[config.mk]
export PLATFORM = sky130hd
export DESIGN_NAME = srt_top
export DESIGN_NICKNAME = d
export VERILOG_FILES = /design/src/srt_pkg.sv /design/src/srt_sync.sv /design/src/srt_tick_gen.sv /design/src/srt_top.sv
export SDC_FILE = /design/constraint.sdc
export NUM_CORES = 1
export LEC_CHECK = 0
export BUFFER_PORTS_ARGS = -buffer_cell sky130_fd_sc_hd__buf_2
export CAP_MARGIN = 20
export CORE_UTILIZATION = 51
export CTS_BUF_LIST = sky130_fd_sc_hd__clkbuf_8
export CTS_CLUSTER_DIAMETER = 40
export DETAILED_ROUTE_END_ITERATION = 7
export HOLD_SLACK_MARGIN = 0.02
export PLACE_DENSITY = 0.78
export SYNTH_ARGS = -nofsm -noshare
export SYNTH_HDL_FRONTEND = slang
export SYNTH_HIERARCHICAL = 1
export SYNTH_SLANG_ARGS = --single-unit
[constraint.sdc]
create_clock -name core_clk -period 4.2 [get_ports core_clk]
set_clock_uncertainty 0.2 [all_clocks]
set_input_delay 0.21 -clock core_clk [delete_from_list [all_inputs] [get_ports core_clk]]
set_output_delay 0.21 -clock core_clk [all_outputs]
set_load 0.1 [all_outputs]
[src/srt_pkg.sv]
// Purpose: Shared constants and types for the seconds rate trimmer
// Assumes: Oscillator pin sampled on core_clk, register word access
// Notes:   Register byte address is four times the register index
// Overview of operation
// - Interval bit clear: correct once per 20 seconds
// - Interval bit set: correct once per 60 seconds
// - Middle trim bits zero disables correction
// - Trim value is a seven-bit signed code
// - Slow crystal: shorten by 128 minus code
// - Fast crystal: correction equals code minus one
// - Codes 0, +1, -64, -63 correct nothing
// - One step near 3 ppm or 1 ppm
// - Raw oscillator output stays untrimmed
// - At most one altered second per window
// - Interval bit on top, trim bits below
// - Power-up flag clears interval and trim bits

package srt_pkg;

	// Oscillator cycles in one nominal second
	localparam int unsigned OSC_HZ        = 32768;
	localparam logic [15:0] SEC_CYCLES    = 16'(OSC_HZ);
	localparam logic [15:0] HALF_SEC      = SEC_CYCLES >> 1;

	// Window lengths in seconds: 20 and 60
	localparam logic [5:0]  WIN_SHORT     = 6'h14;
	localparam logic [5:0]  WIN_LONG      = 6'h3c;

	// Doubling gives two oscillator cycles per step
	localparam int          CORR_SHIFT    = 1;

	// Register map
	localparam int          AXI_AW        = 8;
	localparam logic [5:0]  CTRL_ONE_IDX  = 6'h0e;
	localparam logic [5:0]  TRIM_IDX      = 6'h0f;
	localparam logic [5:0]  STATUS_IDX    = 6'h10;
	localparam logic [7:0]  CTRL_ONE_ADDR = {CTRL_ONE_IDX, 2'b00};
	localparam logic [7:0]  TRIM_ADDR     = {TRIM_IDX, 2'b00};
	localparam logic [7:0]  STATUS_ADDR   = {STATUS_IDX, 2'b00};
	localparam logic [7:0]  CTRL_ONE_RST  = 8'h00;
	localparam logic [7:0]  TRIM_RST      = 8'h00;

	// Trim register fields
	localparam int          TRIM_SEL_BIT  = 7;
	localparam int          TRIM_VAL_MSB  = 6;

	// Control one: pattern 0,0,x,x,0,0,1,1 selects 1 Hz pulse
	localparam logic [7:0]  PULSE_MASK    = 8'hcf;
	localparam logic [7:0]  PULSE_VAL     = 8'h03;

	// Status fields
	localparam int          STAT_POS_MSB  = 5;
	localparam int          STAT_SEL_BIT  = 6;
	localparam int          STAT_PWR_BIT  = 7;
	localparam int          STAT_ACT_BIT  = 8;
	localparam int          STAT_CODE_LSB = 16;

	localparam logic [1:0]  RESP_OKAY     = 2'h0;
	localparam logic [1:0]  RESP_SLVERR   = 2'h2;

	typedef enum logic [1:0] {
		SEL_NONE = 2'b00,
		SEL_CTRL = 2'b01,
		SEL_TRIM = 2'b10,
		SEL_STAT = 2'b11
	} srt_sel_e;

	function automatic srt_sel_e srt_decode(input logic [AXI_AW-1:0] addr);
		srt_sel_e sel;
		case ({addr[AXI_AW-1:2], 2'b00})
			CTRL_ONE_ADDR: sel = SEL_CTRL;
			TRIM_ADDR:     sel = SEL_TRIM;
			STATUS_ADDR:   sel = SEL_STAT;
			default:       sel = SEL_NONE;
		endcase
		return sel;
	endfunction : srt_decode

endpackage : srt_pkg

[src/srt_sync.sv]
// Purpose: Two-stage synchroniser for pin levels
// Assumes: Inputs change slowly against core_clk
// Notes:   First stage feeds only the second stage
`timescale 1ns/1ps

module srt_sync #(
	parameter int W = 1
) (
	input  wire logic         core_clk,
	input  wire logic         rst_n,
	input  wire logic [W-1:0] d,
	output logic      [W-1:0] q
);

	logic [W-1:0] meta_q;

	always_ff @(posedge core_clk or negedge rst_n) begin
		if (!rst_n) begin
			meta_q <= '0;
			q      <= '0;
		end else begin
			meta_q <= d;
			q      <= meta_q;
		end
	end

endmodule : srt_sync

[src/srt_tick_gen.sv]
// Purpose: Counts oscillator cycles into trimmed one-second ticks
// Assumes: osc_en pulses once per oscillator cycle
// Notes:   The last second of each window carries the correction
`timescale 1ns/1ps

module srt_tick_gen
	import srt_pkg::*;
#(
	parameter logic [15:0] SEC_LEN = SEC_CYCLES
) (
	input  wire logic       core_clk,
	input  wire logic       rst_n,
	input  wire logic       osc_en,
	input  wire logic       interval_sel,
	input  wire logic [6:0] trim_value,
	output logic            sec_tick,
	output logic            first_half,
	output logic [5:0]      window_pos,
	output logic            active_sel,
	output logic [6:0]      active_code
);

	// Follows the parameter, so a shortened test second keeps its half
	localparam logic [15:0] HALF_LEN = SEC_LEN >> 1;

	logic [15:0] cnt_q;
	logic [15:0] cnt_d;
	logic [5:0]  pos_d;
	logic [5:0]  last_pos;
	logic [7:0]  delta;
	logic [15:0] len;
	logic        sec_end;
	logic        win_end;

	// Signed cycle offset for the corrected second
	function automatic logic [7:0] trim_delta(input logic [6:0] c);
		logic [7:0] corr;
		if (c[5:1] == 5'h00) begin
			corr = 8'h00;
		end else if (c[6]) begin
			corr = {c[6], c};
		end else begin
			corr = {1'b0, c} - 8'h01;
		end
		return corr << CORR_SHIFT;
	endfunction : trim_delta

	assign last_pos = active_sel ? WIN_LONG - 6'h01 : WIN_SHORT - 6'h01;
	assign delta    = trim_delta(active_code);
	// Only the last second of the window is stretched or shrunk
	assign len      = (window_pos == last_pos) ? SEC_LEN + {{8{delta[7]}}, delta}
	                                           : SEC_LEN;
	assign sec_end  = osc_en && (cnt_q == len - 16'h0001);
	assign win_end  = sec_end && (window_pos == last_pos);
	assign cnt_d    = !osc_en ? cnt_q : (sec_end ? 16'h0000 : cnt_q + 16'h0001);
	assign pos_d    = !sec_end ? window_pos : (win_end ? 6'h00 : window_pos + 6'h01);

	always_ff @(posedge core_clk or negedge rst_n) begin
		if (!rst_n) begin
			cnt_q       <= 16'h0000;
			window_pos  <= 6'h00;
			sec_tick    <= 1'b0;
			first_half  <= 1'b0;
			active_sel  <= 1'b0;
			active_code <= 7'h00;
		end else begin
			cnt_q      <= cnt_d;
			window_pos <= pos_d;
			sec_tick   <= sec_end;
			first_half <= cnt_d < HALF_LEN;
			// Sampled only at a window boundary, never mid-second
			if (win_end) begin
				active_sel  <= interval_sel;
				active_code <= trim_value;
			end
		end
	end

endmodule : srt_tick_gen

[src/srt_top.sv]
// Purpose: Seconds rate trimmer with AXI4-Lite register access
// Assumes: Oscillator and power-up flag arrive as asynchronous pins
// Notes:   One write and one read in flight at most
`timescale 1ns/1ps

module srt_top
	import srt_pkg::*;
#(
	parameter logic [15:0] SEC_LEN = SEC_CYCLES
) (
	input  wire logic              core_clk,
	input  wire logic              rst_n,
	input  wire logic              osc_clk_in,
	input  wire logic              power_up_flag,
	input  wire logic [AXI_AW-1:0] s_axi_awaddr,
	input  wire logic              s_axi_awvalid,
	output logic                   s_axi_awready,
	input  wire logic [31:0]       s_axi_wdata,
	input  wire logic [3:0]        s_axi_wstrb,
	input  wire logic              s_axi_wvalid,
	output logic                   s_axi_wready,
	output logic [1:0]             s_axi_bresp,
	output logic                   s_axi_bvalid,
	input  wire logic              s_axi_bready,
	input  wire logic [AXI_AW-1:0] s_axi_araddr,
	input  wire logic              s_axi_arvalid,
	output logic                   s_axi_arready,
	output logic [31:0]            s_axi_rdata,
	output logic [1:0]             s_axi_rresp,
	output logic                   s_axi_rvalid,
	input  wire logic              s_axi_rready,
	output logic                   raw_osc_output,
	output logic                   sec_tick,
	output logic                   int_pin_o,
	output logic                   int_pin_oe
);

	// Pin synchronisation
	logic [1:0] pins_sync;
	logic       osc_sync;
	logic       pwr_sync;
	logic       pwr_prev_q;
	logic       osc_en;
	logic       pwr_rise;

	// Registers
	logic [7:0] ctrl_one_q;
	logic [7:0] timebase_trim_q;

	// Tick generator state
	logic       first_half;
	logic [5:0] window_pos;
	logic       active_sel;
	logic [6:0] active_code;
	logic       tick_pulse;
	logic       pulse_mode;
	logic       corr_active;
	logic [31:0] status_word;

	// Write channel
	logic              aw_hold_q;
	logic              aw_hold_d;
	logic [AXI_AW-1:0] awaddr_q;
	logic              w_hold_q;
	logic              w_hold_d;
	logic [31:0]       wdata_q;
	logic [3:0]        wstrb_q;
	logic              aw_take;
	logic              w_take;
	logic              wr_do;
	logic              bvalid_d;
	srt_sel_e          wr_sel;
	logic              wr_ctrl;
	logic              wr_trim;

	// Read channel
	logic              ar_take;
	logic              rvalid_d;
	srt_sel_e          rd_sel;
	logic [31:0]       rd_word;

	srt_sync #(
		.W (2)
	) i_srt_sync (
		.core_clk (core_clk),
		.rst_n    (rst_n),
		.d        ({power_up_flag, osc_clk_in}),
		.q        (pins_sync)
	);

	assign osc_sync = pins_sync[0];
	assign pwr_sync = pins_sync[1];

	// The delayed copy doubles as the edge reference and raw output
	assign osc_en   = osc_sync && !raw_osc_output;
	assign pwr_rise = pwr_sync && !pwr_prev_q;

	always_ff @(posedge core_clk or negedge rst_n) begin
		if (!rst_n) begin
			raw_osc_output <= 1'b0;
			pwr_prev_q     <= 1'b0;
		end else begin
			raw_osc_output <= osc_sync;
			pwr_prev_q     <= pwr_sync;
		end
	end

	srt_tick_gen #(
		.SEC_LEN (SEC_LEN)
	) i_srt_tick_gen (
		.core_clk     (core_clk),
		.rst_n        (rst_n),
		.osc_en       (osc_en),
		.interval_sel (timebase_trim_q[TRIM_SEL_BIT]),
		.trim_value   (timebase_trim_q[TRIM_VAL_MSB:0]),
		.sec_tick     (tick_pulse),
		.first_half   (first_half),
		.window_pos   (window_pos),
		.active_sel   (active_sel),
		.active_code  (active_code)
	);

	// Tick is already a flop inside; one more stage keeps outputs aligned
	always_ff @(posedge core_clk or negedge rst_n) begin
		if (!rst_n) begin
			sec_tick <= 1'b0;
		end else begin
			sec_tick <= tick_pulse;
		end
	end

	// Open-drain pin pulled low for the first half of each second
	assign pulse_mode = (ctrl_one_q & PULSE_MASK) == PULSE_VAL;

	always_ff @(posedge core_clk or negedge rst_n) begin
		if (!rst_n) begin
			int_pin_o  <= 1'b0;
			int_pin_oe <= 1'b0;
		end else begin
			int_pin_o  <= 1'b0;
			int_pin_oe <= pulse_mode && first_half;
		end
	end

	// Write address and data are taken independently
	assign aw_take   = s_axi_awvalid && s_axi_awready;
	assign w_take    = s_axi_wvalid && s_axi_wready;
	assign wr_do     = aw_hold_q && w_hold_q;
	assign aw_hold_d = (aw_hold_q || aw_take) && !wr_do;
	assign w_hold_d  = (w_hold_q || w_take) && !wr_do;
	assign bvalid_d  = wr_do || (s_axi_bvalid && !s_axi_bready);
	assign wr_sel    = srt_decode(awaddr_q);
	assign wr_ctrl   = wr_do && (wr_sel == SEL_CTRL) && wstrb_q[0];
	assign wr_trim   = wr_do && (wr_sel == SEL_TRIM) && wstrb_q[0];

	always_ff @(posedge core_clk or negedge rst_n) begin
		if (!rst_n) begin
			aw_hold_q     <= 1'b0;
			w_hold_q      <= 1'b0;
			s_axi_awready <= 1'b0;
			s_axi_wready  <= 1'b0;
			s_axi_bvalid  <= 1'b0;
		end else begin
			aw_hold_q     <= aw_hold_d;
			w_hold_q      <= w_hold_d;
			s_axi_awready <= !aw_hold_d && !bvalid_d;
			s_axi_wready  <= !w_hold_d && !bvalid_d;
			s_axi_bvalid  <= bvalid_d;
		end
	end

	always_ff @(posedge core_clk or negedge rst_n) begin
		if (!rst_n) begin
			awaddr_q    <= '0;
			wdata_q     <= 32'h0000_0000;
			wstrb_q     <= 4'h0;
			s_axi_bresp <= RESP_OKAY;
		end else begin
			if (aw_take) begin
				awaddr_q <= s_axi_awaddr;
			end
			if (w_take) begin
				wdata_q <= s_axi_wdata;
				wstrb_q <= s_axi_wstrb;
			end
			if (wr_do) begin
				s_axi_bresp <= (wr_sel == SEL_NONE) ? RESP_SLVERR : RESP_OKAY;
			end
		end
	end

	// Power-up clear beats a software write landing in the same cycle
	always_ff @(posedge core_clk or negedge rst_n) begin
		if (!rst_n) begin
			ctrl_one_q      <= CTRL_ONE_RST;
			timebase_trim_q <= TRIM_RST;
		end else if (pwr_rise) begin
			ctrl_one_q      <= CTRL_ONE_RST;
			timebase_trim_q <= TRIM_RST;
		end else begin
			if (wr_ctrl) begin
				ctrl_one_q <= wdata_q[7:0];
			end
			// Out-of-range codes are stored as written; software avoids them
			if (wr_trim) begin
				timebase_trim_q <= wdata_q[7:0];
			end
		end
	end

	// Status shows the window actually being counted
	assign corr_active = active_code[5:1] != 5'h00;
	assign status_word = {9'h000,
	                      active_code,
	                      7'h00,
	                      corr_active,
	                      pwr_sync,
	                      active_sel,
	                      window_pos};

	assign ar_take  = s_axi_arvalid && s_axi_arready;
	assign rvalid_d = ar_take || (s_axi_rvalid && !s_axi_rready);
	assign rd_sel   = srt_decode(s_axi_araddr);

	always_comb begin
		case (rd_sel)
			SEL_CTRL: rd_word = {24'h000000, ctrl_one_q};
			SEL_TRIM: rd_word = {24'h000000, timebase_trim_q};
			SEL_STAT: rd_word = status_word;
			default:  rd_word = 32'h0000_0000;
		endcase
	end

	always_ff @(posedge core_clk or negedge rst_n) begin
		if (!rst_n) begin
			s_axi_arready <= 1'b0;
			s_axi_rvalid  <= 1'b0;
			s_axi_rdata   <= 32'h0000_0000;
			s_axi_rresp   <= RESP_OKAY;
		end else begin
			s_axi_arready <= !rvalid_d;
			s_axi_rvalid  <= rvalid_d;
			if (ar_take) begin
				s_axi_rdata <= rd_word;
				s_axi_rresp <= (rd_sel == SEL_NONE) ? RESP_SLVERR : RESP_OKAY;
			end
		end
	end

endmodule : srt_top

# Word-level counts from Yosys, hierarchy flattened
# Index checks and enable logic that the tools add are counted.
[word_totals]
register_bits = 116
[classes]
addsub = 5
order_cmp = 1
n_eq_ne = 14
muxes = 16
n_reduce_logical = 38
[ops]
columns = ["cell", "n"]
rows = [
  ["23-bit case mux with 3 select lines", 1],
  ["16-bit two-way mux", 3],
  ["8-bit two-way mux", 4],
  ["6-bit by 4-bit equality test with 1-bit output, second input constant", 4],
  ["1-bit logical AND", 19],
  ["16-bit by 1-bit adder with 16-bit output, second input constant", 1],
  ["16-bit adder, first input constant", 1],
  ["16-bit equality test", 1],
  ["16-bit by 15-bit less-than comparator with 1-bit output, second input constant", 1],
  ["16-bit by 1-bit subtractor with 16-bit output, second input constant", 1],
  ["7-bit two-way mux", 2],
  ["6-bit by 5-bit equality test with 1-bit output, second input constant", 2],
  ["6-bit two-way mux", 2],
  ["2-bit case mux with 3 select lines", 2],
  ["1-bit logical NOT", 9],
  ["7-bit by 1-bit subtractor with 7-bit output, second input constant", 1],
  ["6-bit by 1-bit adder with 6-bit output, second input constant", 1],
  ["2-bit equality test, second input constant", 3],
  ["6-bit by 2-bit equality test with 1-bit output, second input constant", 1],
  ["6-bit equality test", 1],
  ["5-bit logical NOT", 1],
  ["5-bit nonzero test", 1],
  ["2-bit by 1-bit equality test with 1-bit output, second input constant", 2],
  ["2-bit logical NOT", 2],
  ["other kinds (3)", 8],
]

# Logic depth before layout (Yosys ltp)
# Gate-level depths: netlist (run 1).
[logic_depth]
word_depth = 11
depth_mapped = 20
ltp_nobuf = 18

# By module
# The synthesis (run 1) kept the hierarchy.
[modules_own_cells]
columns = ["module", "n_inst", "cells_each", "area_each_um2", "seq_area_each_um2"]
rows = [
  ["srt_top", 1, 246, 2753.9, 1501.4],
  ["srt_tick_gen", 1, 258, 2283.4, 800.8],
  ["srt_sync", 1, 4, 100.1, 100.1],
]

# Least setup slack after synthesis (run 1)
# Ideal clock, no wire load.
[synth_timing]
path_type = "reg-to-reg"
from = "register i_srt_tick_gen.active_code[0]"
to = "register i_srt_tick_gen.active_code[1]"
arrival_time_ns = 4.048
required_time_ns = 3.875
slack_ns = -0.172
stages_incl_launch_ff = 19
cell_sequence = "dfrtp_1 -> clkbuf_1 -> inv_1 -> ha_1 -> clkbuf_1 -> nor4b_1 -> xor2_1 -> or4b_1 -> a21o_1 -> inv_1 -> ha_1 -> xnor2_1 -> nor4_1 -> nand4_1 -> a32o_1 -> nor4_1 -> nand4b_1 -> nor2_4 -> mux2_2"
[synth_via]
elab_chain_len = 9
[synth_rtl]
columns = ["element", "line_no", "text"]
rows = [
  ["start: declaration", "srt_tick_gen.sv:20", "output logic [6:0] active_code"],
  ["start signal: assignment", "srt_tick_gen.sv:74", "active_code <= trim_value;"],
  ["7-bit by 1-bit subtractor with 7-bit output", "srt_tick_gen.sv:43", "corr = {1'b0, c} - 8'h01;"],
  ["7-bit two-way mux *", "srt_tick_gen.sv:40", "end else if (c[6]) begin"],
  ["7-bit two-way mux *", "srt_tick_gen.sv:38", "if (c[5:1] == 5'h00) begin"],
  ["16-bit adder *", "srt_tick_gen.sv:51", "assign len = (window_pos == last_pos) ? SEC_LEN + {{8{delta[7]}}, delta}"],
  ["16-bit two-way mux *", "srt_tick_gen.sv:51", ""],
  ["16-bit by 1-bit subtractor with 16-bit output *", "srt_tick_gen.sv:53", "assign sec_end = osc_en && (cnt_q == len - 16'h0001);"],
  ["16-bit equality test *", "srt_tick_gen.sv:53", ""],
  ["1-bit logical AND *", "srt_tick_gen.sv:53", ""],
  ["1-bit logical AND *", "srt_tick_gen.sv:54", "assign win_end = sec_end && (window_pos == last_pos);"],
]
# Mark *: on every way between the ends. The rest lies on a longest branch, timed or not.
# A chain may end at the register's enable or synchronous reset.

# Worst setup path after layout (run 1)
[layout_timing]
from = "register i_srt_tick_gen.active_code[1]"
to = "register i_srt_tick_gen.active_code[5]"
[layout_via]
elab_chain_len = 9
[layout_rtl]
columns = ["element", "line_no"]
rows = [
  ["7-bit by 1-bit subtractor with 7-bit output", "srt_tick_gen.sv:43"],
  ["7-bit two-way mux", "srt_tick_gen.sv:40"],
  ["7-bit two-way mux *", "srt_tick_gen.sv:38"],
  ["16-bit adder *", "srt_tick_gen.sv:51"],
  ["16-bit two-way mux *", "srt_tick_gen.sv:51"],
  ["16-bit by 1-bit subtractor with 16-bit output *", "srt_tick_gen.sv:53"],
  ["16-bit equality test *", "srt_tick_gen.sv:53"],
  ["1-bit logical AND *", "srt_tick_gen.sv:53"],
  ["1-bit logical AND *", "srt_tick_gen.sv:54"],
]
# Marked as above.

==> results of run 1 <==
-- sequential cells by signal, indices dropped and copies added, names as in the netlist, 2 cells and up --
register,flops
i_srt_tick_gen/cnt_q,16
s_axi_rdata,16
ctrl_one_q,8
timebase_trim_q,8
wdata_q,8
i_srt_tick_gen/active_code,7
awaddr_q,6
i_srt_tick_gen/window_pos,6
i_srt_sync/meta_q,2
i_srt_sync/q,2
-- layout by cell type (no fill, tap or decap), types with 4 or more instances in the layout --
master / n
buf_2: 54
and3_1: 5
mux2_2: 24
nand4b_1: 5
dfrtp_1: 93
nor2_1: 32
inv_2: 4
a21o_1: 4
clkbuf_8: 10
dlygate4sd3_1: 27
mux2i_1: 19
a21oi_1: 7
nand3_1: 21
mux2_1: 5
xor2_1: 14
nand2b_1: 6
and2_1: 6
buf_4: 39
nor3_1: 5
o21ai_0: 15
nand2_1: 73
a31oi_1: 10
inv_1: 9
conb_1: 19
xnor2_1: 12
a211oi_1: 5
nand4_1: 12
-- layer usage --
metal / track usage / vias to the layer above / share of wire
met3: 0.02873 / 17 / 0.043
met2: 0.4120 / 135 / 0.50
met5: 0 / - / 0
met1: 0.3202 / 2047 / 0.44
li1: - / 1982 / -
met4: 0.1165 / 0 / 0.019
-- logic make-up (layout without fill, tap and decap cells) --
logic type	count (synthesis)	in the layout	synth area share
DFF	96	96	0.4676
other	1	19	0.0007299
adders and majority gates	5	5	0.01218
xor gates and xnor gates	28	28	0.04774
and+or+nand+nor	201	201	0.2036
AOI/OAI and AO/OA	71	71	0.09937
muxes	50	50	0.1050
buffers and inverters	56	153	0.06381
-- layout make-up --
class                   instances  area, µm²
clock buffers                  10      137.6
clock inverters                 6      51.30
fillers                       764       3445
inverters                      13      48.80
multi-input cells             374       2630
flip-flops and latches         96       2406
well taps                     133      166.4
repair buffers                124      889.6
-- path summary, 6_finish.rpt --
check                                                             to  slack [ns]  cells past startpoint
max                        i_srt_tick_gen/active_code[5]$_DFFE_PN0N_        0.04                     15
min                                       s_axi_rdata[5]$_DFFE_PN0P_        0.02                      4
max reg2reg                i_srt_tick_gen/active_code[5]$_DFFE_PN0N_        0.04                     15
min reg2reg                                       sec_tick$_DFF_PN0_        0.16                      0
max in group asynchronous  i_srt_tick_gen/active_code[1]$_DFFE_PN0N_        2.55                      3
min in group asynchronous       i_srt_tick_gen/cnt_q[10]$_DFFE_PN0P_        0.27                      2
-- report_power, final --
part / switching (mW) / leakage, nW / internal [mW] / total (mW)
Sequential: 0.129 / 1.24 / 1.07 / 1.20
Combinational: 0.559 / 1.54 / 0.233 / 0.792
Clock: 0.342 / 0.0987 / 0.240 / 0.582
Total: 1.03 / 2.88 / 1.55 / 2.58
-- per-stage QoR --
stage,worst slack [ns],util
after global placement,-0.02937,0.5759
after global routing,-0.1226,0.6476
final,0.04470,0.6476
after floorplan,0.006724,-
after CTS,0.003418,0.6356
after detailed placement,-0.09054,0.5759
-- what timing repair did --
item,4_1_cts,5_1_grt
hold endpoints to repair,92,0
cloned,0,0
hold buffers,27,0
pin swaps,7,13
setup endpoints to repair,9,30
setup buffers,5,4
resized for setup,15,18
-- tightest hold or removal path, stage by stage --
cell      delay [ns]
buf_2           0.09
nor4bb_1        0.06
nand4_1         0.11
o211ai_1        0.09
==> qor.yml, run 1 <==
timing:
  rsz0062_at_grt: "true"
  drv_slew: 0
  worstMarginPinSlew_ns: 0.8205
  finalHoldViolations: 0
  finalSetupViolations: 0
  finalCritPeriodShare: 0.9894
  fin_crit_ns: 4.155
  timing.fmax_mhz: 240.7
  holdWs_ns: 0.01877
  setup-tns-final_ns: 0
  slew_headroom: 0.4530
synth:
  synth_area_um2: 5137
  synth_seq_cells: 96
  yosysWarnings: 6
  yosys-top-cells-count: "96 x dfrtp_1, 73 x nand2_1, 34 x nor2_1"
  synth_top_area_cell: "dfrtp_1"
  yosysMostFrequentCell: "dfrtp_1"
  synth_ff_type: "dfrtp_1"
  synth_edf_count: 0
  avgSynthCellArea_um2: 10.11
  async_reset_ff_frac: 1.000
  synth_cells: 508
  synth.area.top_cells: "dfrtp_1 47%, mux2_2 5.5%, nand2_1 5.3%, mux2i_1 3.7%, buf_4 2.8%"
  ys_seq_area_frac: 0.4676
  synth_cell_types: 66
  yosys.area.top_type_share: 0.4676
final_layout:
  drive_gt1_frac: 0.2841
  stdcell_area_um2: 6330
  antenna_cells: 0
  stdcell_count: 756
  syn2layout_area_growth_pct: 23.21
  layout.nets: 684
cts:
  clock-root-buffer: "clkbuf_8"
  cts_tree: "done"
  cts_buffers: 9
  cts_buffer_depth: 2
  clk_pin_slew_worst_paths_ns: 0.10
  htreeDepth: 3
  cts.sinks: 96
  clock_latency_ns: 0.37
drt:
  viasPerCell: 5.530
  routed_wl_um: 11950
  post_drt_wl_per_cell_um: 15.80
  drc_errors: 0
  drtPass1Iterations: 5
  drtAntennaViolNets: 0
  drtIter0Drc: 217
  num_vias: 4181
hold_path:
  holdCritStartpoint: "s_axi_araddr[6]"
  hp-class: "in -> reg"
setup_path:
  r2r-start: "i_srt_tick_gen/active_code[1]$_DFFE_PN0N_"
  worstPathCellList: "nor4_2 -> xnor2_1 -> or4b_4 -> a21o_1 -> inv_2 -> ha_4 -> xnor2_4 -> nor4_4 -> nand4_1 -> a32o_2 -> nor4_4 -> nand4b_1 -> nor2_4 -> buf_12 -> mux2_2"
  cp_slowest_cell: "or4b_4"
  cp.arrival_ns: 4.22
  cp_data_required_time_ns: 4.26
  criticalPathCategory: "reg -> reg"
  cp-start-kind: "register"
  critPathMaxFanout: 8
  crit_family: "simple AND/OR/NAND/NOR gates"
  startpoint: "i_srt_tick_gen/active_code[1]$_DFFE_PN0N_"
  slowest_delay_ns: 0.55
  worst-path-buf-inv: 2
  cpMostUsedCell: "nor4_4"
  end_kind: "register"
placed_design:
  place_congestion: 0.8799
  dp_hpwl_um: 8047
  portBuffers: 55
  dp_cells: 703
  placed_area_um2: 5629
die:
  start_util: 0.5256
  fp.dieW_um: 102.4
  die_height_um: 102.4
  dieArea_um2: 10480
  core_um2: 9774
  top_level_ports: 106
  placementRows: 36
grt:
  grt_pass1_vias: 4111
  grt_pass1_wl_um: 19620
  grt_usage: 0.2463
  grt-ovfl-total: 0
  antenna_found_initial: 0
  grt_max_degree: 66
power_and_ir_drop:
  finalPower_mw: 2.575
  powerDensity_nw_per_um2: 406.8
  p_leak_nw: 2.884
  irDropWorstVdd_mv: 0.4333
flow_run:
  maxCapViolations: 0
run_status:
  status: "finished, final reports clean"
Power figures use the tool's default switching activity.
==> run 2: changes to the inputs <==
Settings changed: CORE_MARGIN from default to 4.
==> run 2 against run 1 <==
Compared with the run above: the run now ends with negative setup slack left; clock power grew 2%; die area grew 12%; sequential share of layout area grew 0.16 points; critical path depth grew 2; combinational power shrank 4.0%; global-route usage shrank 3.7 points; via count grew 0.14%; utilization shrank 0.33 points; fmax shrank 2.7%; largest cell class unchanged; highest routed layer unchanged.
==> qor.yml, run 2 (synthesis results as in run 1) <==
drt:
  drc_errors: 0  # unchanged
  drtAntennaViolNets: 0  # unchanged
  drtPass1Iterations: 5  # unchanged
  num_vias: 4187  # was 4181
  drtIter0Drc: 225  # was 217
  routed_wl_um: 11920  # was 11950 µm
  viasPerCell: 5.553  # was 5.530
  post_drt_wl_per_cell_um: 15.80  # about the same
final_layout:
  final_util: 0.6443  # was 0.6476
  syn2layout_area_growth_pct: 22.58  # was 23.21%
  layout.nets: 682  # was 684
  antenna_cells: 0  # unchanged
  layout_commonest_cell: "dfrtp_1"  # unchanged
  final_cell_mix: "95 x dfrtp_1, 73 x nand2_1, 54 x buf_2"  # was 93 x dfrtp_1, 73 x nand2_1, 54 x buf_2
  top_regs: "i_srt_tick_gen/cnt_q: 16 flops, s_axi_rdata: 16 flops"  # unchanged
  drive_gt1_frac: 0.2786  # was 0.2841
timing:
  finalHoldViolations: 0  # unchanged
  fin_crit_ns: 4.270  # was 4.155 ns
  rsz0062_at_grt: "true"  # unchanged
  timing.fmax_mhz: 234.2  # was 240.7 MHz
  setup_ws_ns: -0.07040  # was 0.04470 ns
  slew_headroom: 0.3706  # was 0.4530
  holdWs_ns: 0.04744  # was 0.01877 ns
  drv_slew: 0  # unchanged
  worstMarginPinSlew_ns: 0.9441  # was 0.8205 ns
  finalSetupViolations: 9  # was 0
  setup-tns-final_ns: -0.5604  # was 0 ns
  finalCritPeriodShare: 1.017  # was 0.9894
cts:
  cts_buffers: 9  # unchanged
  clk_pin_slew_worst_paths_ns: 0.09  # was 0.10 ns
  cts_buffer_depth: 2  # unchanged
  clock-root-buffer: "clkbuf_8"  # unchanged
  cts_tree: "done"  # unchanged
  cts.sinks: 96  # unchanged
  clock_latency_ns: 0.37  # about the same
  htreeDepth: 3  # unchanged
setup_path:
  cp_slowest_cell: "or4b_4"  # unchanged
  end_kind: "register"  # unchanged
  r2r_end: "i_srt_tick_gen/active_code[6]$_DFFE_PN0N_"  # was i_srt_tick_gen/active_code[5]$_DFFE_PN0N_
  cp-start-kind: "register"  # unchanged
  r2r-start: "i_srt_tick_gen/active_code[1]$_DFFE_PN0N_"  # unchanged
  startpoint: "i_srt_tick_gen/active_code[1]$_DFFE_PN0N_"  # unchanged
  worstPathCellList: "inv_1 -> ha_4 -> nor4b_4 -> xor2_1 -> or4b_4 -> a21o_1 -> inv_2 -> ha_4 -> xnor2_4 -> nor4_2 -> o31ai_1 -> a32o_2 -> nor4_2 -> nand4b_1 -> nor2_4 -> buf_12 -> mux2_4"  # was nor4_2 -> xnor2_1 -> or4b_4 -> a21o_1 -> inv_2 -> ha_4 -> xnor2_4 -> nor4_4 -> nand4_1 -> a32o_2 -> nor4_4 -> nand4b_1 -> nor2_4 -> buf_12 -> mux2_2
  r2r_slack_ns: -0.07  # was 0.04 ns
  criticalPathCategory: "reg -> reg"  # unchanged
  crit_end: "i_srt_tick_gen/active_code[6]$_DFFE_PN0N_"  # was i_srt_tick_gen/active_code[5]$_DFFE_PN0N_
  slowest_delay_ns: 0.53  # was 0.55 ns
  reg2regPathDepth: 17  # was 15
  critPathMaxFanout: 8  # unchanged
  cp.arrival_ns: 4.33  # was 4.22 ns
  cp_data_required_time_ns: 4.26  # about the same
grt:
  grt_usage: 0.2090  # was 0.2463
  grt_pass1_vias: 4122  # was 4111
  grt_max_degree: 78  # was 66
  grt-ovfl-total: 0  # unchanged
  grt_pass1_wl_um: 19370  # was 19620 µm
  antenna_found_initial: 0  # unchanged
flow_run:
  maxCapViolations: 0  # unchanged
power_and_ir_drop:
  comb_power_share: 0.298  # was 0.308
  swShare: 0.3880  # was 0.3999
  irDropWorstVdd_mv: 0.5020  # was 0.4333 mV
  seqPwrFrac: 0.469  # was 0.466
  switchingPower_mw: 0.9910  # was 1.030 mW
  powerDensity_nw_per_um2: 405.6  # was 406.8 nW/µm²
  clockPowerShare: 0.233  # was 0.226
  p_leak_nw: 2.872  # was 2.884 nW
  internal_power_mw: 1.563  # was 1.545 mW
die:
  top_level_ports: 106  # unchanged
  die_height_um: 108.4  # was 102.4 µm
  fp.dieW_um: 108.4  # was 102.4 µm
  core_um2: 9774  # unchanged
  dieArea_um2: 11740  # was 10480 µm²
  start_util: 0.5256  # unchanged
  placementRows: 36  # unchanged
run_status:
  violations: "negative setup slack"
  status: "finished with violations"  # was finished, final reports clean
placed_design:
  place_congestion: 0.8255  # was 0.8799
  portBuffers: 55  # unchanged
  dp_hpwl_um: 8177  # was 8047 µm
hold_path:
  hp-class: "in -> reg"  # unchanged
-- run 2: changes by cell type in the layout (fill, tap and decap cells not counted), sizes merged, moves of 2 or more --
cell,delta
clkbuf,-2
inv,+2
dlygate4sd3,-2
clkinv,-3
-- run 2: timing repair --
item,in CTS,in global routing
pin swaps,3,10
resized for setup,1,28
setup buffers,2,6
hold buffers,25,0
endpoints found under the setup margin,9,15
endpoints found under the hold margin,104,0
-- run 2: how the worst min path moves through the flow --
stage                     from                        endpoint  slack, ns  depth (start not counted)
6_report       s_axi_araddr[6]      s_axi_rdata[3]$_DFFE_PN0P_       0.05                          4
5_1_grt        s_axi_araddr[6]      s_axi_rdata[3]$_DFFE_PN0P_       0.05                          4
4_1_cts        s_axi_araddr[5]      s_axi_rdata[1]$_DFFE_PN0P_       0.02                          4
3_5_place_dp        osc_clk_in  i_srt_sync/meta_q[0]$_DFF_PN0_       0.12                          1
3_3_place_gp        osc_clk_in  i_srt_sync/meta_q[0]$_DFF_PN0_       0.12                          1
2_1_floorplan            rst_n             aw_hold_q$_DFF_PN0_      -0.29                          0
-- run 2: critical path: cells and delay by family, from the launching register on --
kind / cells / cell delay (ns)
adders and majority gates: 2 / 0.38
and+or+nand+nor: 6 / 1.69
DFF: 1 / 0.43
AOI/OAI and AO/OA: 3 / 0.54
xor gates and xnor gates: 2 / 0.26
muxes: 1 / 0.30
buffers and inverters: 3 / 0.37
-- run 2: power groups by stage --
stage	Clock, mW	Combinational [mW]	Sequential, mW
global route	0.650	0.811	1.22
detailed placement	0	0.734	1.21
CTS	0.612	0.755	1.19
finish	0.596	0.760	1.20
global placement	0	0.715	1.20
floorplan	0	0.365	1.44
-- run 2: routing by layer --
layer	vias up	part of all wire	track usage
met1	2057	0.42	0.2684
met5	-	0	0
met4	0	0.024	0.09378
met3	24	0.058	0.03343
li1	1967	-	-
met2	139	0.50	0.3490
-- run 2: final cells by class --
class                           count  area, µm²
Clock buffer                        9      123.9
Timing Repair Buffer              122      863.3
Fill cell                         771       3477
Inverter                           13      48.80
Sequential cell                    96       2404
Clock inverter                      7      71.32
Tap cell                          133      166.4
Multi-Input combinational cell    374       2620
-- run 2: stage by stage --
step                cells  power (mW)  setup slack, ns  cell area [µm²]
floorplan             526       1.803         0.006724             5214
global placement      705       1.918         -0.04133             5632
detailed placement    705       1.945         -0.07122             5632
CTS                   748       2.560          0.01865             6096
global route          754       2.679          -0.2709             6297
finish                754       2.554         -0.07040             6297
